File: src/hw/ied_pkg.sv
// Purpose: shared constants and types for the interrupt entry and dispatch unit
// Assumes: 16-bit status word, 21-bit byte addresses, 32-bit APB data
// Notes:   register offsets are byte addresses on the APB bus
package ied_pkg;

  localparam int ADDR_W  = 21;
  localparam int WORD_W  = 16;
  localparam int VEC_W   = 5;
  localparam int IRQ_N   = 16;

  // apb register map
  localparam logic [7:0] OFF_BASE = 8'h00;
  localparam logic [7:0] OFF_ISP  = 8'h04;
  localparam logic [7:0] OFF_CTRL = 8'h08;
  localparam logic [7:0] OFF_STAT = 8'h0c;

  // dispatch base keeps only bits 15..1
  localparam logic [20:0] BASE_MASK = 21'h00fffe;
  localparam logic [20:0] BASE_RST  = 21'h000000;
  localparam logic [20:0] ISP_RST   = 21'h000000;
  localparam logic [20:0] ISP_STEP  = 21'h000004;
  localparam logic [20:0] WORD_STEP = 21'h000002;

  // status word bit positions
  localparam int PSW_T = 1;
  localparam int PSW_E = 9;
  localparam int PSW_P = 10;
  localparam int PSW_I = 11;
  localparam logic [15:0] PSW_CLR_MASK = 16'h0c02;

  // vector numbers
  localparam logic [4:0] VEC_NMI    = 5'h01;
  localparam logic [4:0] VEC_SVC    = 5'h05;
  localparam logic [4:0] VEC_DIVZ   = 5'h06;
  localparam logic [4:0] VEC_FLAG   = 5'h07;
  localparam logic [4:0] VEC_BKPT   = 5'h08;
  localparam logic [4:0] VEC_TRACE  = 5'h09;
  localparam logic [4:0] VEC_UNDEF  = 5'h0a;
  localparam logic [4:0] VEC_IRQ0   = 5'h10;

  typedef enum logic [3:0] {
    ST_IDLE, ST_DEC_SP, ST_PUSH_PC, ST_PUSH_PSW, ST_CLR_BITS, ST_READ_VEC,
    ST_FETCH, ST_LOAD_PC, ST_POP_PC, ST_POP_PSW, ST_INC_SP
  } ied_state_t;

endpackage

File: src/hw/ied_vec_if.sv
// Purpose: carries request sources and the chosen vector between sequencer and selector
// Assumes: all signals synchronous to the one system clock
// Notes:   freeze holds the chosen vector steady during an entry sequence
`timescale 1ns/1ps
interface ied_vec_if;
  logic [15:0] irq;
  logic        nmi;
  logic        trapReq;
  logic [4:0]  trapVec;
  logic        globalEn;
  logic        localEn;
  logic        freeze;
  logic        valid;
  logic [4:0]  vector;

  modport seq (output irq, nmi, trapReq, trapVec, globalEn, localEn, freeze, input valid, vector);
  modport sel (input irq, nmi, trapReq, trapVec, globalEn, localEn, freeze, output valid, vector);
endinterface

File: src/hw/ied_vector_select.sv
// Purpose: picks the vector of the highest priority pending exception source
// Assumes: requests are levels held until serviced
// Notes:   output registered; frozen while the sequencer runs an entry
`timescale 1ns/1ps
module ied_vector_select
  import ied_pkg::*;
(
  input  wire logic clock,   // system clock
  input  wire logic rst_n,   // synchronous reset, active low
  input  wire logic ce,      // clock enable
  ied_vec_if.sel    vif      // sources in, vector out
);

  logic       validReg;
  logic       validNext;
  logic [4:0] vectorReg;
  logic [4:0] vectorNext;

  always_comb begin
    validNext  = validReg;
    vectorNext = vectorReg;
    if (!vif.freeze) begin
      validNext  = 1'b0;
      vectorNext = 5'h00;
      // ascending scan: the last hit is the highest numbered request
      if (vif.globalEn && vif.localEn) begin
        for (int n = 0; n < IRQ_N; n++) begin
          if (vif.irq[n]) begin
            validNext  = 1'b1;
            vectorNext = VEC_IRQ0 + 5'(n);
          end
        end
      end
      if (vif.trapReq) begin
        validNext  = 1'b1;
        vectorNext = vif.trapVec;
      end
      if (vif.nmi) begin
        validNext  = 1'b1;
        vectorNext = VEC_NMI;
      end
    end
  end

  always_ff @(posedge clock) begin
    if (!rst_n) begin
      validReg  <= 1'b0;
      vectorReg <= 5'h00;
    end else if (ce) begin
      validReg  <= validNext;
      vectorReg <= vectorNext;
    end
  end

  assign vif.valid  = validReg;
  assign vif.vector = vectorReg;

  AST_NMI_FIRST: assert property (@(posedge clock) disable iff (!rst_n)
    (ce && vif.nmi && !vif.freeze) |=> (vif.valid && vif.vector == VEC_NMI))
    else $error("pending nmi did not win vector selection");

endmodule // ied_vector_select

File: src/hw/ied_dispatch_unit.sv
// Purpose: interrupt entry and return sequencing with dispatch table lookup
// Assumes: memory answers each request with a one-cycle memAck; core holds requests until idle
// Notes:   apb answers in the first access cycle; registers at offsets 00,04,08,0c
//
// Summary of operation
// - drop stack pointer by four first
// - push program counter and status word
// - clear global enable, trace pending, trace
// - then read the pending vector number
// - fetch entry at base plus twice vector
// - return restores pc, status, stack plus four
// - target is zero-extended entry shifted left
// - base 21 bits, top five and bit0 zero
// - table holds 32 word entries, vectors 0-31
// - fixed vectors for nmi and the traps; traps here take their vector from the trapVec input
// - nmi beats all, taken on falling edge
// - maskable needs global and local enable
// - highest numbered maskable request served first
//
// The address map and the APB register port were chosen for this implementation.
`timescale 1ns/1ps
module ied_dispatch_unit
  import ied_pkg::*;
(
  input  wire logic        clock,         // system clock, 200 MHz
  input  wire logic        rst_n,         // synchronous reset, active low
  input  wire logic        ce,            // clock enable, freezes all state when low
  input  wire logic        psel,          // apb select
  input  wire logic        penable,       // apb access phase
  input  wire logic        pwrite,        // apb direction
  input  wire logic [7:0]  paddr,         // apb byte address
  input  wire logic [31:0] pwdata,        // apb write data
  output logic      [31:0] prdata,        // apb read data
  output logic             pready,        // apb ready
  output logic             pslverr,       // apb error on unmapped address
  input  wire logic        nmiPin_n,      // non-maskable request pin, falling edge
  input  wire logic [15:0] irqReq,        // maskable request levels
  input  wire logic        trapReq,       // core trap request
  input  wire logic [4:0]  trapVec,       // vector of the core trap
  input  wire logic        instrBoundary, // core may be interrupted now
  input  wire logic        retxReq,       // return from exception executing
  input  wire logic [20:0] pcIn,          // current program counter
  input  wire logic [15:0] pswIn,         // current status word
  output logic             busy,          // sequence running, core stalls
  output logic             pcLoad,        // load pcOut into program counter
  output logic      [20:0] pcOut,         // new program counter
  output logic             pswLoad,       // load pswOut into status word
  output logic      [15:0] pswOut,        // new status word
  output logic             entryDone,     // entry finished, pulse
  output logic             memReq,        // memory request
  output logic             memWrite,      // memory direction
  output logic      [20:0] memAddr,       // memory byte address
  output logic      [15:0] memWdata,      // memory write word
  input  wire logic [15:0] memRdata,      // memory read word
  input  wire logic        memAck         // memory answer, one cycle
);
  ied_vec_if vif();
  ied_state_t  stateReg,    stateNext;
  logic [20:0] ispReg,      ispNext;
  logic [20:0] baseReg,     baseNext;
  logic        nmiEnReg,    nmiEnNext;
  logic        nmiPrevReg,  nmiPrevNext;
  logic        nmiPendReg,  nmiPendNext;
  logic [4:0]  vecReg,      vecNext;
  logic [20:0] pcSavedReg,  pcSavedNext;
  logic [15:0] pswSavedReg, pswSavedNext;
  logic [20:0] pcOutReg,    pcOutNext;
  logic [15:0] pswOutReg,   pswOutNext;
  logic        pcLoadReg,   pcLoadNext;
  logic        pswLoadReg,  pswLoadNext;
  logic        busyReg,     busyNext;
  logic        doneReg,     doneNext;
  logic        memReqReg,   memReqNext;
  logic        memWrReg,    memWrNext;
  logic [20:0] memAddrReg,  memAddrNext;
  logic [15:0] memWdReg,    memWdNext;
  logic [31:0] prdataReg,   prdataNext;
  logic        preadyReg,   preadyNext;
  logic        pslverrReg,  pslverrNext;
  logic        nmiClr;
  logic        apbWrite;
  function automatic logic mapped(input logic [7:0] a);
    mapped = (a == OFF_BASE) || (a == OFF_ISP) || (a == OFF_CTRL) || (a == OFF_STAT);
  endfunction
  assign vif.irq      = irqReq;
  assign vif.nmi      = nmiPendReg;
  assign vif.trapReq  = trapReq;
  assign vif.trapVec  = trapVec;
  assign vif.globalEn = pswIn[PSW_I];
  assign vif.localEn  = pswIn[PSW_E];
  // the global enable is cleared mid-entry, so the chosen vector must not follow it
  assign vif.freeze   = (stateReg != ST_IDLE);
  ied_vector_select u_select (
    .clock (clock),
    .rst_n (rst_n),
    .ce    (ce),
    .vif   (vif)
  );
  assign apbWrite = psel && penable && preadyReg && pwrite;
  always_comb begin
    stateNext    = stateReg;
    ispNext      = ispReg;
    baseNext     = baseReg;
    nmiEnNext    = nmiEnReg;
    nmiPrevNext  = nmiPin_n;
    vecNext      = vecReg;
    pcSavedNext  = pcSavedReg;
    pswSavedNext = pswSavedReg;
    pcOutNext    = pcOutReg;
    pswOutNext   = pswOutReg;
    pcLoadNext   = 1'b0;
    pswLoadNext  = 1'b0;
    busyNext     = busyReg;
    doneNext     = 1'b0;
    memReqNext   = memReqReg;
    memWrNext    = memWrReg;
    memAddrNext  = memAddrReg;
    memWdNext    = memWdReg;
    nmiClr       = 1'b0;
    // apb slave: ready in the first access cycle, data prepared in setup
    preadyNext   = psel && !penable;
    pslverrNext  = psel && !penable && !mapped(paddr);
    prdataNext   = prdataReg;
    if (psel && !penable) begin
      unique case (paddr)
        OFF_BASE: prdataNext = {11'h000, baseReg};
        OFF_ISP:  prdataNext = {11'h000, ispReg};
        OFF_CTRL: prdataNext = {31'h00000000, nmiEnReg};
        OFF_STAT: prdataNext = {20'h00000, vecReg, nmiPendReg, busyReg, 1'b0, stateReg};
        default:  prdataNext = 32'h00000000;
      endcase
    end
    if (apbWrite) begin
      unique case (paddr)
        OFF_BASE: baseNext  = pwdata[20:0] & BASE_MASK;
        OFF_ISP:  ispNext   = pwdata[20:0];
        OFF_CTRL: nmiEnNext = pwdata[0];
        default:  ;
      endcase
    end

    unique case (stateReg)
      ST_IDLE: begin
        if (instrBoundary && retxReq) begin
          busyNext  = 1'b1;
          stateNext = ST_POP_PC;
        end else if (instrBoundary && vif.valid && !pcLoadReg) begin // selector output is stale one cycle after a run
          busyNext     = 1'b1;
          pcSavedNext  = pcIn;
          pswSavedNext = pswIn;
          stateNext    = ST_DEC_SP;
        end
      end
      ST_DEC_SP: begin
        ispNext   = ispReg - ISP_STEP;
        stateNext = ST_PUSH_PC;
      end
      ST_PUSH_PC: begin
        if (!memReqReg) begin
          memReqNext  = 1'b1;
          memWrNext   = 1'b1;
          memAddrNext = ispReg;
          memWdNext   = pcSavedReg[16:1];
        end else if (memAck) begin
          memReqNext = 1'b0;
          stateNext  = ST_PUSH_PSW;
        end
      end
      ST_PUSH_PSW: begin
        if (!memReqReg) begin
          memReqNext  = 1'b1;
          memWrNext   = 1'b1;
          memAddrNext = ispReg + WORD_STEP;
          memWdNext   = pswSavedReg;
        end else if (memAck) begin
          memReqNext = 1'b0;
          stateNext  = ST_CLR_BITS;
        end
      end
      ST_CLR_BITS: begin
        pswOutNext  = pswSavedReg & ~PSW_CLR_MASK;
        pswLoadNext = 1'b1;
        stateNext   = ST_READ_VEC;
      end
      ST_READ_VEC: begin
        vecNext   = vif.vector;
        nmiClr    = (vif.vector == VEC_NMI);
        stateNext = ST_FETCH;
      end
      ST_FETCH: begin
        if (!memReqReg) begin
          memReqNext  = 1'b1;
          memWrNext   = 1'b0;
          memAddrNext = baseReg + {15'h0000, vecReg, 1'b0};
        end else if (memAck) begin
          memReqNext = 1'b0;
          pcOutNext  = {4'h0, memRdata, 1'b0};
          stateNext  = ST_LOAD_PC;
        end
      end
      ST_LOAD_PC: begin
        pcLoadNext = 1'b1;
        doneNext   = 1'b1;
        busyNext   = 1'b0;
        stateNext  = ST_IDLE;
      end
      ST_POP_PC: begin
        if (!memReqReg) begin
          memReqNext  = 1'b1;
          memWrNext   = 1'b0;
          memAddrNext = ispReg;
        end else if (memAck) begin
          memReqNext = 1'b0;
          pcOutNext  = {4'h0, memRdata, 1'b0};
          stateNext  = ST_POP_PSW;
        end
      end
      ST_POP_PSW: begin
        if (!memReqReg) begin
          memReqNext  = 1'b1;
          memWrNext   = 1'b0;
          memAddrNext = ispReg + WORD_STEP;
        end else if (memAck) begin
          memReqNext = 1'b0;
          pswOutNext = memRdata;
          stateNext  = ST_INC_SP;
        end
      end
      ST_INC_SP: begin
        ispNext     = ispReg + ISP_STEP;
        pcLoadNext  = 1'b1;
        pswLoadNext = 1'b1;
        busyNext    = 1'b0;
        stateNext   = ST_IDLE;
      end
      default: stateNext = ST_IDLE;
    endcase
    // a new edge in the clearing cycle keeps the request pending
    nmiPendNext = (nmiPendReg && !nmiClr) || (nmiEnReg && nmiPrevReg && !nmiPin_n);
  end

  always_ff @(posedge clock) begin
    if (!rst_n) begin
      stateReg    <= ST_IDLE;
      ispReg      <= ISP_RST;
      baseReg     <= BASE_RST;
      nmiEnReg    <= 1'b0;
      nmiPrevReg  <= 1'b1;
      nmiPendReg  <= 1'b0;
      vecReg      <= 5'h00;
      pcSavedReg  <= 21'h000000;
      pswSavedReg <= 16'h0000;
      pcOutReg    <= 21'h000000;
      pswOutReg   <= 16'h0000;
      pcLoadReg   <= 1'b0;
      pswLoadReg  <= 1'b0;
      busyReg     <= 1'b0;
      doneReg     <= 1'b0;
      memReqReg   <= 1'b0;
      memWrReg    <= 1'b0;
      memAddrReg  <= 21'h000000;
      memWdReg    <= 16'h0000;
      prdataReg   <= 32'h00000000;
      preadyReg   <= 1'b0;
      pslverrReg  <= 1'b0;
    end else if (ce) begin
      stateReg    <= stateNext;
      ispReg      <= ispNext;
      baseReg     <= baseNext;
      nmiEnReg    <= nmiEnNext;
      nmiPrevReg  <= nmiPrevNext;
      nmiPendReg  <= nmiPendNext;
      vecReg      <= vecNext;
      pcSavedReg  <= pcSavedNext;
      pswSavedReg <= pswSavedNext;
      pcOutReg    <= pcOutNext;
      pswOutReg   <= pswOutNext;
      pcLoadReg   <= pcLoadNext;
      pswLoadReg  <= pswLoadNext;
      busyReg     <= busyNext;
      doneReg     <= doneNext;
      memReqReg   <= memReqNext;
      memWrReg    <= memWrNext;
      memAddrReg  <= memAddrNext;
      memWdReg    <= memWdNext;
      prdataReg   <= prdataNext;
      preadyReg   <= preadyNext;
      pslverrReg  <= pslverrNext;
    end
  end
  assign prdata    = prdataReg;
  assign pready    = preadyReg;
  assign pslverr   = pslverrReg;
  assign busy      = busyReg;
  assign pcLoad    = pcLoadReg;
  assign pcOut     = pcOutReg;
  assign pswLoad   = pswLoadReg;
  assign pswOut    = pswOutReg;
  assign entryDone = doneReg;
  assign memReq    = memReqReg;
  assign memWrite  = memWrReg;
  assign memAddr   = memAddrReg;
  assign memWdata  = memWdReg;
  AST_ISP_DEC: assert property (@(posedge clock) disable iff (!rst_n)
    (ce && stateReg == ST_DEC_SP) |=> (ispReg == $past(ispReg) - ISP_STEP && stateReg == ST_PUSH_PC))
    else $error("stack pointer not lowered by four on entry");
  AST_PUSH_ADDR: assert property (@(posedge clock) disable iff (!rst_n)
    (memReqReg && stateReg == ST_PUSH_PSW) |-> (memWrReg && memAddrReg == ispReg + WORD_STEP
      && memWdReg == pswSavedReg))
    else $error("status word push has wrong address or data");
  AST_CLR_BITS: assert property (@(posedge clock) disable iff (!rst_n)
    (ce && stateReg == ST_CLR_BITS) |=> (pswLoadReg && !pswOutReg[PSW_I] && !pswOutReg[PSW_P] && !pswOutReg[PSW_T]))
    else $error("enable or trace bits not cleared on entry");
  AST_VEC_READ: assert property (@(posedge clock) disable iff (!rst_n)
    (ce && stateReg == ST_READ_VEC) |=> (vecReg == $past(vif.vector) && stateReg == ST_FETCH))
    else $error("vector not captured before table fetch");
  AST_FETCH_ADDR: assert property (@(posedge clock) disable iff (!rst_n)
    (memReqReg && stateReg == ST_FETCH) |-> (!memWrReg && memAddrReg == baseReg + {15'h0000, vecReg, 1'b0}))
    else $error("dispatch entry address wrong");
  AST_RETURN_FROM_EXCEPTION_SP: assert property (@(posedge clock) disable iff (!rst_n)
    (ce && stateReg == ST_INC_SP) |=> (ispReg == $past(ispReg) + ISP_STEP && pcLoadReg && pswLoadReg))
    else $error("return did not raise stack pointer by four");
  AST_TARGET: assert property (@(posedge clock) disable iff (!rst_n)
    (ce && stateReg == ST_FETCH && memReqReg && memAck) |=> (pcOutReg == {4'h0, $past(memRdata), 1'b0}))
    else $error("routine address not built from table entry");
  AST_BASE_ZERO: assert property (@(posedge clock) disable iff (!rst_n)
    (baseReg[20:16] == 5'h00 && baseReg[0] == 1'b0))
    else $error("dispatch base holds bits that must read zero");
  // a low enable freezes the pulse, so only its first cycle is judged
  AST_LOAD_AFTER_FETCH: assert property (@(posedge clock) disable iff (!rst_n)
    (pcLoadReg && doneReg && $past(ce)) |-> ($past(stateReg) == ST_LOAD_PC && busyReg == 1'b0))
    else $error("pc loaded outside the entry sequence order");

endmodule // ied_dispatch_unit

File: config.mk
export PLATFORM = sky130hd
export DESIGN_NAME = ied_dispatch_unit
export DESIGN_NICKNAME = d
export VERILOG_FILES = /design/src/hw/ied_pkg.sv /design/src/hw/ied_vec_if.sv /design/src/hw/ied_vector_select.sv /design/src/hw/ied_dispatch_unit.sv
export SDC_FILE = /design/constraint.sdc
export NUM_CORES = 1
export LEC_CHECK = 0
export ABC_AREA = 1
export BUFFER_PORTS_ARGS = -buffer_cell sky130_fd_sc_hd__buf_2
export CAP_MARGIN = 20
export CORE_ASPECT_RATIO = 0.9
export CORE_MARGIN = 10
export CORE_UTILIZATION = 40
export DETAILED_ROUTE_END_ITERATION = 10
export GPL_TIMING_DRIVEN = 1
export HOLD_SLACK_MARGIN = 0.06
export PLACE_DENSITY = 0.62
export SLEW_MARGIN = 20
export SYNTH_ARGS = -nofsm -noshare
export SYNTH_HDL_FRONTEND = slang
export SYNTH_HIERARCHICAL = 1
export SYNTH_SLANG_ARGS = --single-unit
File: constraint.sdc
create_clock -name clock -period 2.2 [get_ports clock]
set_input_delay 0.22 -clock clock [delete_from_list [all_inputs] [get_ports clock]]
set_output_delay 0.22 -clock clock [all_outputs]
set_load 0.01 [all_outputs]
==> impl_metrics.tcl <==
set metrics [dict create \
    status "complete, no violations" \
    port_buffers 206 \
    yosysTopAreaCellShare_pct 36.4 \
    num_vias 11100 \
    ys_ff_latch 184 \
    synth_common_cells "nand2_1 (315), dfxtp_1 (184), a21oi_1 (173)" \
    start_kind "flop" \
    period_needed_ps 2050 \
    avgSynthCellArea_um2 6.72 \
    antenna_left 0 \
    insertion_delay_ps 440 \
    worstMarginPinSlew_ps 544 \
    r2r-start "stateReg[1]$_SDFFE_PN0P_" \
    critPathTopFamily "simple AND/OR/NAND/NOR gates" \
    cp_slowest_stage_delay_ps 330 \
    syn_area_um2 10100 \
    clockRootBuffer "clkbuf_16" \
    viasPerCell 5.14 \
    arrival_ps 2430 \
    startpoint "stateReg[1]$_SDFFE_PN0P_" \
    critPathKind "reg2reg" \
    finalClockSkew_ps 12.8 \
    area_growth_syn_to_layout_pct 32.1 \
    crit_required_ps 2580 \
    setup_ws_ps 152 \
    synthesis.instances 1506 \
    clkTransAtPathRegs_ps 80 \
    antenna_found_initial 2 \
    chipHeight_um 171 \
    grt.total_usage_pct 21.0 \
    grt.overflow.total 0 \
    ys_top_cells_by_area "dfxtp_1 (36%), nand2_1 (12%), a21oi_1 (8.6%), o21ai_0 (6.3%), nor2_1 (5.6%)" \
    drive_gt1_share_pct 24.7 \
    fillCellCount 2567 \
    reg2reg_depth 14 \
    crit_top_cell "nand2_1" \
    grt_pass1_vias 10200 \
    relSlewSlack_pct 63.7 \
    cts_tree "yes" \
    vdd_drop_max_mv 0.571 \
    ys.flop_type "dfxtp_1" \
    die_area_um2 32100 \
    cts_max_level 4 \
    synth_edf_count 0 \
    io_pins 239 \
    drt_iter0_drc 1023 \
    path_buf_inv 3 \
    grt_start_max_net_pins 65 \
    worstHoldStart "nmiPin_n" \
    synth_seq_area_share_pct 36.4 \
    yosysMostFrequentCell "nand2_1" \
    gp_congestion 0.936 \
    wl_per_cell_um 16.4 \
    dp_hpwl_um 26600 \
    critPathMaxFanout 8 \
    slowest_stage "dfxtp_2" \
    fin_crit_sh_pct 93.1 \
    total_power_w 0.0124 \
    slew_violations 0 \
    initial_core_util_pct 40.4 \
    setup_viol 0 \
    final_nets 1950 \
    rows 55 \
    yosysWarningCount 6 \
    route.detailed.drc 0 \
    drt-total-wl_um 35500 \
    whs_path_depth 4 \
    tns_ps 0 \
    p_leak_nw 6.06 \
    hold_violations 0 \
    cts_buffers 17 \
    endpoint_kind "flop" \
    crit_chain "inv_2 -> nor2_4 -> nand2_4 -> buf_12 -> buf_12 -> ha_4 -> nand2_1 -> o21ai_0 -> a21oi_2 -> nand2_1 -> nand2_1 -> nand3_1 -> nand2_1 -> a21oi_1" \
    worst-path-stages 14 \
    yosysTopAreaCell "dfxtp_1" \
    die_x_um 188 \
    p_per_area_nw_per_um2 930 \
    synth_cell_type_count 47 \
    fmax_mhz 488 \
    cap_violations 0 \
    pre_cts_ws_ps 5.11 \
    grt_pass1_wl_um 55000 \
    core_region_area_um2 25000 \
    cts_max_path_buffers 2 \
    postSynth.asyncResetShare_pct 0 \
    drt_pre_antenna_iters 6 \
    cts.sinks 184 \
    hp-class "in2reg" \
]
## worst register-to-register path: stages, from the launching register on
cell and delay, ps:
dfxtp_2 330, inv_2 50, nor2_4 110, nand2_4 100, buf_12 160, buf_12 150
ha_4 290, nand2_1 100, o21ai_0 280, a21oi_2 70, nand2_1 80, nand2_1 50
nand3_1 60, nand2_1 50, a21oi_1 100
## final timing paths
check | slack, ps | end
worst min register to register | 460 | pswOut[1]$_SDFFE_PN0P_
worst max-delay path | 150 | ispReg[18]$_SDFFE_PN0P_
worst max register to register | 150 | ispReg[18]$_SDFFE_PN0P_
worst min-delay path | 70 | nmiPendReg$_SDFFE_PN0P_
## metrics by stage
stage | instance area (um2) | hold slack [ps] | std cells | util [%]
after floorplan | 10200 | 337 | 1521 | -
after global placement | 11900 | 450 | 2071 | 47.4
after detailed placement | 11900 | 452 | 2071 | 47.4
after CTS | 13000 | 63.8 | 2152 | 51.9
after global routing | 13400 | 80.1 | 2156 | 53.3
final | 13400 | 72.0 | 2158 | 53.3
## flip-flops by register name, indices dropped and copies added (netlist names), 4 cells and up
| name | flops |
|---|---|
| memWdata | 16 |
| pcSavedReg | 16 |
| memAddr | 21 |
| baseReg | 15 |
| vecReg | 5 |
| pswOut | 16 |
| stateReg | 4 |
| prdata | 21 |
| pswSavedReg | 16 |
| pcOut | 16 |
| u_select/vif.vector | 5 |
| ispReg | 21 |
## cells in the final DEF (no fill, tap or decap), types with 20 or more instances in the layout
| cell | synthesis | layout |
|---|---|---|
| nand2_1 | 315 | 308 |
| inv_2 | 22 | 25 |
| buf_4 | 26 | 76 |
| dlygate4sd3_1 | 0 | 49 |
| inv_1 | 146 | 143 |
| nor2_1 | 150 | 146 |
| a21oi_1 | 173 | 164 |
| nand3_1 | 91 | 88 |
| a21oi_2 | 25 | 34 |
| buf_2 | 13 | 205 |
| o21ai_0 | 128 | 128 |
| a31oi_1 | 20 | 20 |
| dfxtp_1 | 184 | 178 |
| o21ai_1 | 43 | 43 |
## metal layers
| metal | vias up | track usage [%] | wire, um |
|---|---|---|---|
| li1 | 5539 | - | - |
| met1 | 5094 | 29.5 | 16600 |
| met5 | - | 0 | 13 |
| met4 | 2 | 6.08 | 552 |
| met2 | 403 | 31.8 | 15700 |
| met3 | 46 | 4.21 | 2580 |
## cells by family after synthesis
logic type,Yosys count,share of synthesized area (%)
adder cells (fa/ha/maj),25,3.24
XOR/XNOR,13,1.13
AND/OR/NAND/NOR,622,26.3
flip-flops,184,36.4
other,1,0.0371
AO/OA/AOI/OAI,412,22.2
buffers and inverters,249,10.7
## where the power goes
group | internal (W) | leakage (nW) | switching (W)
clock | 0.00166 | 0.306 | 0.00157
combinational | 0.00205 | 4.27 | 0.00305
sequential | 0.00374 | 1.49 | 0.000346
## final cells by class
type	count	area, um2	share of cell area [%]
Clock inverter	15	208	1.56
Tap cell	342	428	3.20
Clock buffer	17	425	3.19
Multi-Input combinational cell	1088	5710	42.7
Antenna cell	3	7.51	0.0562
Timing Repair Buffer	338	2240	16.8
Inverter	171	644	4.82
Sequential cell	184	3690	27.6
## timing repair
item	in CTS	in global routing
cloned	0	1
endpoints found under the hold margin	58	0
hold buffers	49	0
gates resized for setup	2	54
buffers inserted	0	2
endpoints found under the setup margin	2	19
pin swaps	0	6
(Power assumes the default switching activity.)
